`config.mk`:
```
export PLATFORM = sky130hd
export DESIGN_NAME = emc_top
export DESIGN_NICKNAME = d
export VERILOG_FILES = /design/src/design/emc_pkg.sv /design/src/design/emc_top.sv
export SDC_FILE = /design/constraint.sdc
export NUM_CORES = 1
export LEC_CHECK = 0
export BUFFER_PORTS_ARGS = -buffer_cell sky130_fd_sc_hd__buf_2
export CELL_PAD_IN_SITES_DETAIL_PLACEMENT = 0
export CELL_PAD_IN_SITES_GLOBAL_PLACEMENT = 1
export CORE_MARGIN = 4
export CORE_UTILIZATION = 42
export CTS_CLUSTER_SIZE = 28
export DETAILED_ROUTE_END_ITERATION = 6
export GPL_TIMING_DRIVEN = 0
export PLACE_DENSITY = 0.73
export SLEW_MARGIN = 20
export SYNTH_ARGS = -nofsm -noshare
export SYNTH_HDL_FRONTEND = slang
export SYNTH_SLANG_ARGS = --single-unit
export TNS_END_PERCENT = 30
```
`constraint.sdc`:
```
create_clock -name clock_in -period 4.9 [get_ports clock_in]
set_clock_uncertainty 0.1 [all_clocks]
set_input_delay 0.49 -clock clock_in [delete_from_list [all_inputs] [get_ports clock_in]]
set_output_delay 0.49 -clock clock_in [all_outputs]
set_load 0.01 [all_outputs]
```
`src/design/emc_pkg.sv`:
```
// package: register map, field positions, limits and states of the mac control block
package emc_pkg;
  localparam int AW = 18;
  localparam logic [17:0] OFF_CTRL = 18'h0_0000;
  localparam logic [17:0] OFF_DMA = 18'h0_0004;
  localparam logic [17:0] OFF_TXCTL = 18'h0_0008;
  localparam logic [17:0] OFF_PTV = 18'h0_000c;
  localparam logic [17:0] OFF_MAC1 = 18'h0_0010;
  localparam logic [17:0] OFF_MAC2 = 18'h0_0014;
  localparam logic [17:0] OFF_MAXF = 18'h0_0018;
  localparam logic [17:0] OFF_HDX = 18'h0_001c;
  localparam logic [17:0] OFF_FIFO = 18'h0_0020;
  localparam logic [17:0] OFF_XTR = 18'h0_0024;
  localparam logic [17:0] OFF_CARRY_REGISTER_1 = 18'h0_0028;
  localparam logic [17:0] OFF_CARRY_REGISTER_2 = 18'h0_002c;
  localparam logic [17:0] OFF_EVT = 18'h0_0030;
  localparam logic [17:0] OFF_RING = 18'h0_0034;
  localparam logic [17:0] OFF_CNT0 = 18'h0_0040;
  localparam logic [17:0] OFF_PRE_LO = 18'h0_0050;
  localparam logic [17:0] OFF_PRE_HI = 18'h0_0054;
  localparam logic [17:0] OFF_RXQ_PTR = 18'h2_4c44;
  // controller_config fields
  localparam int B_SPD100 = 0;
  localparam int B_RMII = 1;
  localparam int B_GMII = 2;
  localparam int B_TBI = 3;
  localparam int B_RPM = 4;
  localparam int B_CLEAR_COUNTERS = 5;
  localparam int B_AUTO_ZERO = 6;
  // dma_control, tx_control, mac_config and extract fields
  localparam int B_GTS = 0;
  localparam int B_TOD = 1;
  localparam int B_PAUSE = 0;
  localparam int B_SCHED = 1;
  localparam int B_HALF_DUPLEX_BACKPRESSURE = 3;
  localparam int B_TXFLOW = 0;
  localparam int B_RXFLOW = 1;
  localparam int B_FDX = 0;
  localparam int B_PREEN = 1;
  localparam int B_CRC_APPEND = 2;
  localparam int B_HUGE = 26;
  localparam int B_XOFF = 2;
  localparam logic [31:0] REG_RST = 32'h0000_0000;
  localparam logic [15:0] MAXF_RST = 16'h0600;
  localparam logic [15:0] MAXF_MIN = 16'h0040;
  localparam logic [15:0] MAXF_MAX = 16'h2580;
  localparam logic [15:0] OVR_PLAIN = 16'h05ee;
  localparam logic [15:0] OVR_VLAN = 16'h05f2;
  localparam logic [16:0] BYTE_CAP = 17'h0_ffff;
  localparam int PRE_BYTES = 7;
  localparam logic [1:0] SCHED_PRIO = 2'h1;
  localparam logic [1:0] XTR_OFF = 2'h1;
  localparam logic [1:0] XTR_L2 = 2'h2;
  localparam logic [1:0] XTR_L3 = 2'h3;
  typedef enum logic [1:0] {
    EMC_P_IDLE = 2'b00,
    EMC_P_WAIT = 2'b01,
    EMC_P_SEND = 2'b11
  } emc_pause_t;
endpackage : emc_pkg

```
`src/design/emc_top.sv`:
```
// mac configuration and control block with avalon-mm register slave
//
// The Avalon-MM slave port was chosen for this implementation.
`timescale 1ns/10ps
module emc_top #(
  parameter int RINGS = 8,
  parameter bit HAS_RMII = 1'b1
) (
  input wire logic clock_in,
  input wire logic arst_n_in,
  input wire logic [17:0] avs_address_in,
  input wire logic avs_read_in,
  input wire logic avs_write_in,
  input wire logic [31:0] avs_writedata_in,
  output logic [31:0] avs_readdata_out,
  output logic avs_waitrequest_out,
  input wire logic link_clk_in,
  input wire logic lk_frame_done_in,
  input wire logic lk_frame_rx_in,
  input wire logic [15:0] lk_frame_len_in,
  input wire logic lk_frame_ok_in,
  input wire logic lk_frame_abort_in,
  input wire logic lk_frame_vlan_in,
  input wire logic lk_phantom_in,
  input wire logic [7:0] lk_phantom_bytes_in,
  input wire logic lk_tx_busy_in,
  input wire logic lk_rx_pause_in,
  input wire logic lk_pause_done_in,
  input wire logic lk_pre_valid_in,
  input wire logic [2:0] lk_pre_len_in,
  input wire logic [55:0] lk_pre_data_in,
  input wire logic [15:0] lk_l2_end_in,
  input wire logic [15:0] lk_l3_end_in,
  input wire logic [RINGS-1:0] ring_ready_in,
  output logic [6:0] if_mode_out,
  output logic [5:0] mac_mode_out,
  output logic [7:0] fifo_gap_cycles_out,
  output logic [5:0] collision_window_out,
  output logic [15:0] max_frame_length_out,
  output logic bd_fetch_out,
  output logic [2:0] bd_fetch_ring_out,
  output logic ring_grant_valid_out,
  output logic [2:0] ring_grant_out,
  output logic data_hold_out,
  output logic pause_send_out,
  output logic [15:0] pause_time_out,
  output logic coalesce_tick_out,
  output logic extract_valid_out,
  output logic [15:0] extract_pos_out,
  output logic truncate_out,
  output logic bd_update_out
);
  localparam int LW = 125;
  logic [2:0] lck_q;
  logic [LW-1:0] ls1_q, ls2_q;
  logic fall;
  logic l_done, l_rx, l_ok, l_abort, l_vlan, l_ph, l_busy, l_rxp, l_pdone, l_pv;
  logic [15:0] l_len, l_l2, l_l3;
  logic [7:0] l_phb;
  logic [2:0] l_plen;
  logic [55:0] l_pdata;
  logic wreq_q, wr_go, rd_cap;
  logic [31:0] rdata_d, rdata_q, wd;
  logic [6:0] ctrl_q;
  logic gts_q, preq_q, half_duplex_backpressure_q, fdx_q, preen_q, crc_append_q, huge_q, evt_q, send_q;
  logic [1:0] sched_q, flow_q, xctl_q, carry_register_2_q;
  logic carry_register_1_q;
  logic [15:0] ptv_q, maxf_q, maxf_w;
  logic [5:0] cwin_q;
  logic [7:0] ipg_q, xoff_q, ring_en_q;
  logic [31:0] rxq_q;
  logic [55:0] pre_q, pre_d;
  logic clr, fev, trunc;
  logic [2:0] ovf;
  logic [31:0] cnt_q [3];
  logic [31:0] inc [3];
  logic [16:0] ph_q, bsum;
  emc_pkg::emc_pause_t pst_q, pst_d;
  logic [2:0] gsel;
  logic gany;
  logic tick_q, fetch_q, gv_q, hold_q, trunc_q, bdu_q, xv_q;
  logic [2:0] g_q;
  logic [15:0] xpos_q;

  // link clock and its data share one synchroniser depth; data is taken at the
  // link falling edge, half a link period after the far side changed it
  always_ff @(posedge clock_in or negedge arst_n_in) begin
    if (!arst_n_in) begin
      lck_q <= '0;
      ls1_q <= '0;
      ls2_q <= '0;
    end else begin
      lck_q <= {lck_q[1:0], link_clk_in};
      ls1_q <= {lk_frame_done_in, lk_frame_rx_in, lk_frame_len_in, lk_frame_ok_in, lk_frame_abort_in,
                lk_frame_vlan_in, lk_phantom_in, lk_phantom_bytes_in, lk_tx_busy_in, lk_rx_pause_in,
                lk_pause_done_in, lk_pre_valid_in, lk_pre_len_in, lk_pre_data_in, lk_l2_end_in, lk_l3_end_in};
      ls2_q <= ls1_q;
    end
  end
  assign fall = lck_q[2] & ~lck_q[1];
  assign {l_done, l_rx, l_len, l_ok, l_abort, l_vlan, l_ph, l_phb, l_busy, l_rxp,
          l_pdone, l_pv, l_plen, l_pdata, l_l2, l_l3} = ls2_q;

  // one wait state: request seen, then waitrequest drops for the taking edge
  assign wr_go = avs_write_in & ~wreq_q;
  assign rd_cap = avs_read_in & wreq_q;
  assign wd = avs_writedata_in;
  always_ff @(posedge clock_in or negedge arst_n_in) begin
    if (!arst_n_in) begin
      wreq_q <= 1'b1;
      rdata_q <= '0;
    end else begin
      wreq_q <= ~((avs_read_in | avs_write_in) & wreq_q);
      if (rd_cap) begin
        rdata_q <= rdata_d;
      end
    end
  end
  assign avs_waitrequest_out = wreq_q;
  assign avs_readdata_out = rdata_q;

  always_comb begin
    rdata_d = '0;
    unique case (avs_address_in)
      emc_pkg::OFF_CTRL: rdata_d = {25'h000_0000, ctrl_q};
      emc_pkg::OFF_DMA: rdata_d = {31'h0000_0000, gts_q};
      emc_pkg::OFF_TXCTL: rdata_d = {28'h000_0000, half_duplex_backpressure_q, sched_q, preq_q};
      emc_pkg::OFF_PTV: rdata_d = {16'h0000, ptv_q};
      emc_pkg::OFF_MAC1: rdata_d = {30'h0000_0000, flow_q};
      emc_pkg::OFF_MAC2: rdata_d = {5'h00, huge_q, 23'h00_0000, crc_append_q, preen_q, fdx_q};
      emc_pkg::OFF_MAXF: rdata_d = {16'h0000, maxf_q};
      emc_pkg::OFF_HDX: rdata_d = {26'h000_0000, cwin_q};
      emc_pkg::OFF_FIFO: rdata_d = {24'h00_0000, ipg_q};
      emc_pkg::OFF_XTR: rdata_d = {22'h00_0000, xoff_q, xctl_q};
      emc_pkg::OFF_CARRY_REGISTER_1: rdata_d = {31'h0000_0000, carry_register_1_q};
      emc_pkg::OFF_CARRY_REGISTER_2: rdata_d = {30'h0000_0000, carry_register_2_q};
      emc_pkg::OFF_EVT: rdata_d = {31'h0000_0000, evt_q};
      emc_pkg::OFF_RING: rdata_d = {24'h00_0000, ring_en_q};
      emc_pkg::OFF_CNT0: rdata_d = cnt_q[0];
      emc_pkg::OFF_CNT0 + 18'h0_0004: rdata_d = cnt_q[1];
      emc_pkg::OFF_CNT0 + 18'h0_0008: rdata_d = cnt_q[2];
      emc_pkg::OFF_PRE_LO: rdata_d = pre_q[31:0];
      emc_pkg::OFF_PRE_HI: rdata_d = {8'h00, pre_q[55:32]};
      emc_pkg::OFF_RXQ_PTR: rdata_d = rxq_q;
      default: rdata_d = '0;
    endcase
  end

  assign clr = wr_go & (avs_address_in == emc_pkg::OFF_CTRL) & wd[emc_pkg::B_CLEAR_COUNTERS];
  // writes outside the legal frame length range are pulled to the nearest bound
  assign maxf_w = (wd[15:0] < emc_pkg::MAXF_MIN) ? emc_pkg::MAXF_MIN :
                  (wd[15:0] > emc_pkg::MAXF_MAX) ? emc_pkg::MAXF_MAX : wd[15:0];

  always_ff @(posedge clock_in or negedge arst_n_in) begin
    if (!arst_n_in) begin
      ctrl_q <= emc_pkg::REG_RST[6:0];
      gts_q <= 1'b0;
      sched_q <= emc_pkg::REG_RST[1:0];
      half_duplex_backpressure_q <= 1'b0;
      ptv_q <= emc_pkg::REG_RST[15:0];
      flow_q <= emc_pkg::REG_RST[1:0];
      {huge_q, crc_append_q, preen_q, fdx_q} <= '0;
      maxf_q <= emc_pkg::MAXF_RST;
      cwin_q <= emc_pkg::REG_RST[5:0];
      ipg_q <= emc_pkg::REG_RST[7:0];
      {xoff_q, xctl_q} <= '0;
      ring_en_q <= emc_pkg::REG_RST[7:0];
      rxq_q <= emc_pkg::REG_RST;
    end else if (wr_go) begin
      unique case (avs_address_in)
        emc_pkg::OFF_CTRL: begin
          ctrl_q <= wd[6:0] & ~7'h20;
          ctrl_q[emc_pkg::B_RMII] <= wd[emc_pkg::B_RMII] & ~wd[emc_pkg::B_RPM] & HAS_RMII;
        end
        emc_pkg::OFF_DMA: gts_q <= wd[emc_pkg::B_GTS];
        emc_pkg::OFF_TXCTL: begin
          sched_q <= wd[emc_pkg::B_SCHED +: 2];
          half_duplex_backpressure_q <= wd[emc_pkg::B_HALF_DUPLEX_BACKPRESSURE];
        end
        emc_pkg::OFF_PTV: ptv_q <= wd[15:0];
        emc_pkg::OFF_MAC1: flow_q <= wd[1:0];
        emc_pkg::OFF_MAC2: begin
          {crc_append_q, preen_q, fdx_q} <= wd[2:0];
          huge_q <= wd[emc_pkg::B_HUGE];
        end
        emc_pkg::OFF_MAXF: maxf_q <= maxf_w;
        emc_pkg::OFF_HDX: cwin_q <= wd[5:0];
        emc_pkg::OFF_FIFO: ipg_q <= wd[7:0];
        emc_pkg::OFF_XTR: {xoff_q, xctl_q} <= wd[9:0];
        emc_pkg::OFF_RING: ring_en_q <= wd[7:0];
        emc_pkg::OFF_RXQ_PTR: rxq_q <= wd;
        default: ;
      endcase
    end
  end

  // pause request: software sets, hardware clears after the pause frame; a new
  // set in the clearing cycle wins
  always_ff @(posedge clock_in or negedge arst_n_in) begin
    if (!arst_n_in) begin
      preq_q <= 1'b0;
      evt_q <= 1'b0;
      pst_q <= emc_pkg::EMC_P_IDLE;
      send_q <= 1'b0;
    end else begin
      pst_q <= pst_d;
      send_q <= (pst_d == emc_pkg::EMC_P_SEND);
      if (wr_go && avs_address_in == emc_pkg::OFF_TXCTL && wd[emc_pkg::B_PAUSE]) begin
        preq_q <= 1'b1;
      end else if (pst_q == emc_pkg::EMC_P_SEND && pst_d == emc_pkg::EMC_P_IDLE) begin
        preq_q <= 1'b0;
      end
      if (pst_q == emc_pkg::EMC_P_SEND && pst_d == emc_pkg::EMC_P_IDLE) begin
        evt_q <= 1'b1;
      end else if (wr_go && avs_address_in == emc_pkg::OFF_EVT && wd[0]) begin
        evt_q <= 1'b0;
      end
    end
  end

  // neither graceful stop nor a received pause holds back the pause frame
  always_comb begin
    pst_d = pst_q;
    unique case (pst_q)
      emc_pkg::EMC_P_IDLE: if (preq_q) pst_d = emc_pkg::EMC_P_WAIT;
      emc_pkg::EMC_P_WAIT: if (!l_busy) pst_d = emc_pkg::EMC_P_SEND;
      emc_pkg::EMC_P_SEND: if (fall && l_pdone) pst_d = emc_pkg::EMC_P_IDLE;
      default: pst_d = emc_pkg::EMC_P_IDLE;
    endcase
  end

  // statistics: frame counter, tx byte counter, tx oversize counter
  assign fev = fall & l_done;
  assign trunc = ~huge_q & (l_len > maxf_q);
  assign bsum = {1'b0, l_len} + ph_q;
  always_comb begin
    inc[0] = {31'h0000_0000, fev & ~l_abort & ~trunc};
    inc[1] = '0;
    if (fev && !l_rx && !l_abort) begin
      inc[1] = {16'h0000, (bsum > emc_pkg::BYTE_CAP) ? emc_pkg::BYTE_CAP[15:0] : bsum[15:0]};
    end
    inc[2] = {31'h0000_0000, fev & ~l_rx & ~l_abort & l_ok &
              (l_len > (l_vlan ? emc_pkg::OVR_VLAN : emc_pkg::OVR_PLAIN))};
  end

  for (genvar i = 0; i < 3; i++) begin : g_cnt
    logic [32:0] sum;
    logic zap;
    assign zap = rd_cap & ctrl_q[emc_pkg::B_AUTO_ZERO] &
                 (avs_address_in == emc_pkg::OFF_CNT0 + 18'(4 * i));
    assign sum = {1'b0, (zap ? 32'h0000_0000 : cnt_q[i])} + {1'b0, inc[i]};
    assign ovf[i] = sum[32];
    always_ff @(posedge clock_in or negedge arst_n_in) begin
      if (!arst_n_in) begin
        cnt_q[i] <= emc_pkg::REG_RST;
      end else if (clr) begin
        cnt_q[i] <= '0;
      end else if (wr_go && avs_address_in == emc_pkg::OFF_CNT0 + 18'(4 * i)) begin
        cnt_q[i] <= wd;
      end else begin
        cnt_q[i] <= sum[31:0];
      end
    end
  end

  // phantom preamble from back-pressure rides on the next transmitted frame
  always_ff @(posedge clock_in or negedge arst_n_in) begin
    if (!arst_n_in) begin
      ph_q <= '0;
      carry_register_1_q <= 1'b0;
      carry_register_2_q <= '0;
    end else begin
      if (fev && !l_rx) begin
        ph_q <= '0;
      end else if (fall && l_ph && half_duplex_backpressure_q && ph_q < emc_pkg::BYTE_CAP) begin
        ph_q <= ph_q + {9'h000, l_phb};
      end
      carry_register_1_q <= ovf[0] | (carry_register_1_q & ~clr &
                ~(wr_go && avs_address_in == emc_pkg::OFF_CARRY_REGISTER_1 && wd[0]));
      carry_register_2_q <= ovf[2:1] | (carry_register_2_q & {2{~clr}} &
                ~({2{wr_go && avs_address_in == emc_pkg::OFF_CARRY_REGISTER_2}} & wd[1:0]));
    end
  end

  // preamble capture, right aligned so missing leading bytes read as zero
  always_comb begin
    pre_d = '0;
    for (int b = 0; b < emc_pkg::PRE_BYTES; b++) begin
      if (b < int'(l_plen)) begin
        pre_d[8*b +: 8] = l_pdata[8*b +: 8];
      end
    end
  end
  always_ff @(posedge clock_in or negedge arst_n_in) begin
    if (!arst_n_in) begin
      pre_q <= '0;
    end else if (fall && l_pv && preen_q) begin
      pre_q <= pre_d;
    end
  end

  // lowest enabled ready ring wins in priority mode; other modes stay on ring 0
  always_comb begin
    gsel = '0;
    gany = 1'b0;
    if (sched_q == emc_pkg::SCHED_PRIO) begin
      for (int r = RINGS - 1; r >= 0; r--) begin
        if (ring_ready_in[r] && ring_en_q[r]) begin
          gsel = 3'(r);
          gany = 1'b1;
        end
      end
    end else begin
      gany = ring_ready_in[0] & ring_en_q[0];
    end
  end

  always_ff @(posedge clock_in or negedge arst_n_in) begin
    if (!arst_n_in) begin
      tick_q <= 1'b0;
      fetch_q <= 1'b0;
      gv_q <= 1'b0;
      g_q <= '0;
      hold_q <= 1'b0;
      {trunc_q, bdu_q} <= '0;
      xv_q <= 1'b0;
      xpos_q <= '0;
    end else begin
      tick_q <= ~tick_q;
      fetch_q <= wr_go & (avs_address_in == emc_pkg::OFF_DMA) & wd[emc_pkg::B_TOD];
      gv_q <= gany & ~hold_q;
      g_q <= gsel;
      hold_q <= (pst_d != emc_pkg::EMC_P_IDLE) | gts_q | l_rxp;
      trunc_q <= fev & trunc;
      bdu_q <= fev & (trunc | (~huge_q & ~l_rx & (l_len == maxf_q)));
      xv_q <= xctl_q != '0;
      unique case (xctl_q)
        emc_pkg::XTR_OFF: xpos_q <= {8'h00, xoff_q};
        emc_pkg::XTR_L2: xpos_q <= l_l2 + {8'h00, xoff_q};
        emc_pkg::XTR_L3: xpos_q <= l_l3 + {8'h00, xoff_q};
        default: xpos_q <= '0;
      endcase
    end
  end

  assign if_mode_out = ctrl_q;
  assign mac_mode_out = {huge_q, crc_append_q, preen_q, fdx_q, flow_q};
  assign fifo_gap_cycles_out = ipg_q;
  assign collision_window_out = cwin_q;
  assign max_frame_length_out = maxf_q;
  assign bd_fetch_out = fetch_q;
  assign bd_fetch_ring_out = 3'h0;
  assign ring_grant_valid_out = gv_q;
  assign ring_grant_out = g_q;
  assign data_hold_out = hold_q;
  assign pause_send_out = send_q;
  assign pause_time_out = ptv_q;
  assign coalesce_tick_out = tick_q;
  assign extract_valid_out = xv_q;
  assign extract_pos_out = xpos_q;
  assign truncate_out = trunc_q;
  assign bd_update_out = bdu_q;
endmodule : emc_top

```
# After elaboration in Yosys (flattened, before gate mapping)
# Index checks and enable logic that the tools add are counted.
# W data, S select, Z words.
[op_classes] reduce_logical=49 addsub=7 mux=51 magnitude_cmp=13 n_eq_ne=27 bitwise_logic=51
[ops] cell="$pmux W32 S20" n=1
[ops] cell="$mux W32" n=9
[ops] cell="$eq A18 B6 Y1 const B" n=6
[ops] cell="$eq A18 B7 Y1 const B" n=5
[ops] cell="$eq A18 B5 Y1 const B" n=4
[ops] cell="$add A32 B1 Y33" n=2
[ops] cell="$mux W16" n=4
[ops] cell="$mux W8" n=7
[ops] cell="$pmux W16 S3" n=1
[ops] cell="$eq A18 B4 Y1 const B" n=2
[ops] cell="$mux W17" n=2
[ops] cell="$add A32 B32 Y33" n=1
[ops] cell="$add A16 B8 Y16" n=2
[ops] cell="$and A1 B1 Y1" n=29
[ops] cell="$logic_and A1 B1 Y1" n=27
[ops] cell="$mux W3" n=9
[ops] cell="$reduce_and A2 Y1" n=12
[ops] cell="$eq A18 B18 Y1 const B" n=1
[ops] cell="$eq A18 B3 Y1 const B" n=1
[ops] cell="$logic_not A18 Y1" n=1
[ops] cell="$add A16 B17 Y17" n=1
[ops] cell="$add A17 B8 Y17" n=1
[ops] cell="$gt A17 B16 Y1 const B" n=1
[ops] cell="$lt A17 B16 Y1 const B" n=1
[ops] cell="other kinds (22)" n=68
[totals] word_cells=240 inputBits=188 reg_bits=601

# Longest topological paths before layout
[logic_depth] ltp_word=11 mapped_depth=22 depth_no_buf=22

# Worst setup path before layout
# OpenSTA, ideal clock, no wires.
[synth_timing] path_type="reg-to-reg" start="register ls2_q[113]" end="register cnt_q[52] (netlist bit)" period_less_slack_ps=4765 arrival_time_ps=4571 t_required_ps=4706 path_stages_with_launch=20 path_slack_ps=135 setup_time_ps=94 path_cell_list="dfrtp_1 > ha_1 > or3_1 > or2_2 > o22ai_2 > o311ai_1 > a31o_2 > a21oi_1 > xor2_1 > buf_4 > a21oi_1 > ha_1 > and4_1 > nand2_1 > a211oi_1 > a211oi_1 > o31ai_2 > nand3_1 > xnor2_1 > a211oi_1"
[synth_between] elab_chain_len=7
[synth_rtl] item="start: declaration" line="emc_top.sv:55" source="logic [LW-1:0] ls1_q, ls2_q;"
[synth_rtl] item="start signal: assignment" line="emc_top.sv:97" source="ls2_q <= ls1_q;"
[synth_rtl] item="$add A16 B17 Y17 (*)" line="emc_top.sv:235" source="assign bsum = {1'b0, l_len} + ph_q;"
[synth_rtl] item="$gt A17 B16 Y1" line="emc_top.sv:240" source="inc[1] = {16'h0000, (bsum > emc_pkg::BYTE_CAP) ? emc_pkg::BYTE_CAP[15:0] : bsum[15:0]};"
[synth_rtl] item="$mux W16 (*)" line="emc_top.sv:240"
[synth_rtl] item="$mux W16 (*)" line="emc_top.sv:239" source="if (fev && !l_rx && !l_abort) begin"
[synth_rtl] item="$add A32 B32 Y33 (*)" line="emc_top.sv:251" source="assign sum = {1'b0, (zap ? 32'h0000_0000 : cnt_q[i])} + {1'b0, inc[i]};"
[synth_rtl] item="$mux W32 (*)" line="emc_top.sv:258" source="end else if (wr_go && avs_address_in == emc_pkg::OFF_CNT0 + 18'(4 * i)) begin"
[synth_rtl] item="$mux W32 (*)" line="emc_top.sv:256" source="end else if (clr) begin"
[synth_rtl] item="end signal: indexed assignment" line="emc_top.sv:255" source="cnt_q[i] <= emc_pkg::REG_RST;"
[synth_rtl] item="end signal: indexed assignment" line="emc_top.sv:259" source="cnt_q[i] <= wd;"
[synth_rtl] item="end signal: indexed assignment" line="emc_top.sv:261" source="cnt_q[i] <= sum[31:0];"
[synth_rtl] item="end: declaration" line="emc_top.sv:75" source="logic [31:0] cnt_q [3];"
# Mark *: on every way between the ends. The rest lies on a longest branch, timed or not.
# A chain may end at the register's enable or synchronous reset.

# Worst setup path after layout
[layout_timing] start="register ls2_q[107]" end="register cnt_q[52] (netlist bit)"
# The elaborated chain is that of the path after synthesis.

==> reports/qor.txt <==
Setup Viol. Count Final -> 0
CTS tree -> done
vias in the first global route -> 21200
outcome -> finished clean
GRT overflow -> 0
H-tree depth -> 3
die outline width -> 257 microns
peak supply drop -> 362 uV
R2R Path End -> cnt_q[52]
Seq/Total Area, Yosys -> 57.8%
Fill cells -> 5322
ys flop type -> dfrtp_1
pin slew with the least headroom to its limit -> 1010 ps
Critical Path Fanout Max -> 8
Final Hold Viols -> 0
R2R Path Start -> ls2_q[107]
worst r2r path cells -> 24
initial antenna violation count -> 6
Detailed Route WL -> 90.2 mm
CP Class -> register to register
clock slew seen by the registers of the worst setup and hold paths -> 60 ps
Clk Latency, worst-skew pair -> 630 ps
IO Count -> 310
startpoint types -> register
Mapped Area -> 26000 sq um
post-synthesis cell count -> 2326
maximum clock rate -> 208 MHz
TritonCTS Buffers -> 68
power per standard cell area -> 354 nW/um^2
Die ar. -> 66000 sq um
routed len/inst -> 24.4 microns
fin area -> 32900 sq um
Placer Congestion -> 0.944
core box area -> 60800 sq um
Detailed Route Iter0 Violations -> 1778
# rows -> 90
R2R setup slack -> 100 ps
drc violations -> 0
ANT nets after route -> 0
number of max-cap violations -> 0
count of cell types in the netlist -> 79
ys async rst share -> 100%
Hold EP -> ring_grant_valid_out
Worst Setup End Kind -> register
Min-Delay Path Class -> input port to register
required time of the critical path -> 5280 ps
dpl ws -> -847 ps
clock period minus worst slack -> 4800 ps
Worst Path Arrival -> 5180 ps
Pleak -> 15.3 nW
NumNets Final -> 3126
Hold Startpoint -> ring_ready_in[0]
Synth Area per Inst -> 11.2 sq um
Die H -> 257 microns
I/O Buffers -> 300
max-slew violations -> 0
EDFF count, synth -> 0
Synth warnings -> 0
first-pass GRT wire length -> 134 mm
root buf cell -> clkbuf_16
Area Growth Syn to Fin -> 26.5%
FF+latch count, synth -> 601
Final Cycle Share -> 98.0%
post-route worst setup slack -> 97.6 ps
drt pass-1 iters -> 7
placed cell area -> 28700 sq um
vias per cell -> 5.63
Max transition margin -> 31.8%
Longest Clk Path Bufs -> 3
Setup TNS -> 0 ps
fraction of layout instances using a drive strength above 1 -> 22.0%
GRT Total Usage -> 26.8%
RSZ-0062 raised after global routing -> true
Hold Path Cell Cnt -> 3
DR vias -> 20800
dpl hpwl -> 67.8 mm
Initial Utilization -> 42.8%
clk sinks -> 601
largest net degree at the start of global routing -> 108
[worst max path at each step]
stage / start / endpoint / slack (ps) / cells after the start
CTS: ph_q[0] / cnt_q[55] / 10 / 23
global route: ls2_q[113] / cnt_q[52] / -80 / 22
global placement: arst_n_in / ls2_q[63] / -8840 / 1
finish: ls2_q[107] / cnt_q[52] / 100 / 24
floorplan: ls2_q[113] / cnt_q[52] / 140 / 19
detailed placement: ph_q[6] / cnt_q[52] / -850 / 19
[power by group]
part,internal [mW],total [mW],switching [mW]
sequential,5.16,5.37,0.206
combinational,0.396,0.924,0.527
clock,3.14,5.35,2.21
total,8.70,11.6,2.95
[worst max-delay path: stages (launching register included)]
cell and delay, ps:
dfrtp_1 370, ha_2 180, inv_1 50, fa_2 350, nor2b_2 140, o31a_1 220, o22ai_4 110, o311ai_2 250
a31o_2 230, a21oi_4 80, xor2_4 180, a21oi_2 170, ha_1 180, inv_1 60, fa_2 350, nor2b_2 230
o31ai_4 120, a211oi_2 260, a211oi_2 50, buf_4 160, o31ai_4 200, buf_12 160, nand3_1 90, xnor2_1 150
a211oi_1 220
[cell usage after synthesis (all sizes together), types with 24 or more instances]
cell    number  area share (%)
nand3       76             1.5
a22oi       49             1.4
nand4       35            0.84
mux2        93             4.0
buf         42            0.87
xnor2       59             2.0
nor3        39            0.91
nand2      309             4.5
nor2b       33            0.79
a22o        54             1.8
xor2        62             2.1
o21ai      146             2.8
clkbuf      69             1.0
nor2       122             1.8
a21oi      114             2.2
a222oi      25            0.96
inv         49            0.71
a211oi      28            0.83
dfrtp      598              58
a221oi      24            0.81
and3        25            0.60
ha          71             3.4
[state kept, by name, indices dropped and copies added (netlist names), 3 cells and up]
name	flops
if_mode_out	6
max_frame_length_out	16
cnt_q	96
lck_q	3
extract_pos_out	16
ls2_q	125
ls1_q	125
collision_window_out	6
ring_grant_out	3
avs_readdata_out	32
pre_q	56
pause_time_out	16
ph_q	17
rxq_q	32
fifo_gap_cycles_out	8
ring_en_q	8
xoff_q	8
[per-layer routing]
layer | share of wire (%) | vias up | track usage, %
li1 | - | 9393 | -
met3 | 7.0 | 171 | 5.44
met2 | 47 | 738 | 43.7
met4 | 3.5 | 6 | 9.40
met1 | 42 | 10500 | 36.1
met5 | 0.045 | - | 0
[cells by family (layout without fill, tap and decap cells)]
group | Yosys count | count (layout) | synth area share, %
multiplexers | 114 | 114 | 4.88
AND/OR/NAND/NOR | 724 | 724 | 13.3
adder cells (fa/ha/maj) | 75 | 75 | 3.72
buffers and inverters | 160 | 745 | 2.57
AO/OA/AOI/OAI | 530 | 530 | 13.6
flip-flops | 601 | 601 | 57.8
XOR/XNOR | 121 | 121 | 4.08
other | 1 | 9 | 0.0144
[through the flow]
stage | hold slack (ps) | total power, mW | utilization, % | cells
detailed placement | 235 | 6.22 | 47.2 | 3417
finish | 53.6 | 11.6 | 54.1 | 3701
global route | 63.5 | 12.0 | 54.1 | 3698
global placement | 232 | 6.18 | 46.9 | 3411
floorplan | 94.4 | 5.74 | - | 2329
CTS | 15.7 | 11.7 | 53.8 | 3689
[cell type report]
| class | count | area (sq um) | share of cell area [%] |
|---|---|---|---|
| repair buffers | 464 | 3230 | 9.82 |
| well taps | 782 | 978 | 2.97 |
| flip-flops and latches | 601 | 15000 | 45.7 |
| plain buffers | 111 | 490 | 1.49 |
| multi-input cells | 1568 | 10600 | 32.1 |
| clock buffers | 83 | 1820 | 5.53 |
| clock inverters | 38 | 578 | 1.76 |
| diodes | 5 | 12.5 | 0.0380 |
| inverters | 49 | 184 | 0.559 |
[layout by cell type (no fill, tap or decap), types with 10 or more instances in the layout]
cell           netlist  layout
a211oi_1            27      25
a21o_1              20      20
a21oi_1            114     109
a221oi_1            24      24
a222oi_1            25      25
a22o_1              54      54
a22oi_1             49      49
and2_1              14      14
and3_1              25      25
and4_1              12      11
buf_1               10      10
buf_2               22     321
buf_4                9      33
clkbuf_1            69      77
clkbuf_16            0      69
clkinv_2             0      12
dfrtp_1            598     596
dlygate4sd3_1        0     129
ha_1                71      66
inv_1               49      49
mux2_2              91      91
mux2i_1             20      20
nand2_1            309     309
nand3_1             76      76
nand4_1             35      35
nor2_1             121     120
nor2b_1             33      30
nor3_1              33      30
o21ai_0            143     138
or3_1               16      15
xnor2_1             59      59
xor2_1              62      61
[timing repair]
item                                    in CTS  in global routing
hold buffers                               129                  0
endpoints found under the setup margin      52                 51
buffers inserted                            21                  7
gates resized for setup                     24                 30
gates cloned                                 1                  0
hold endpoints to repair                   166                  0
pin swaps                                   18                 14
No activity file was read; power rests on OpenSTA's default activity.
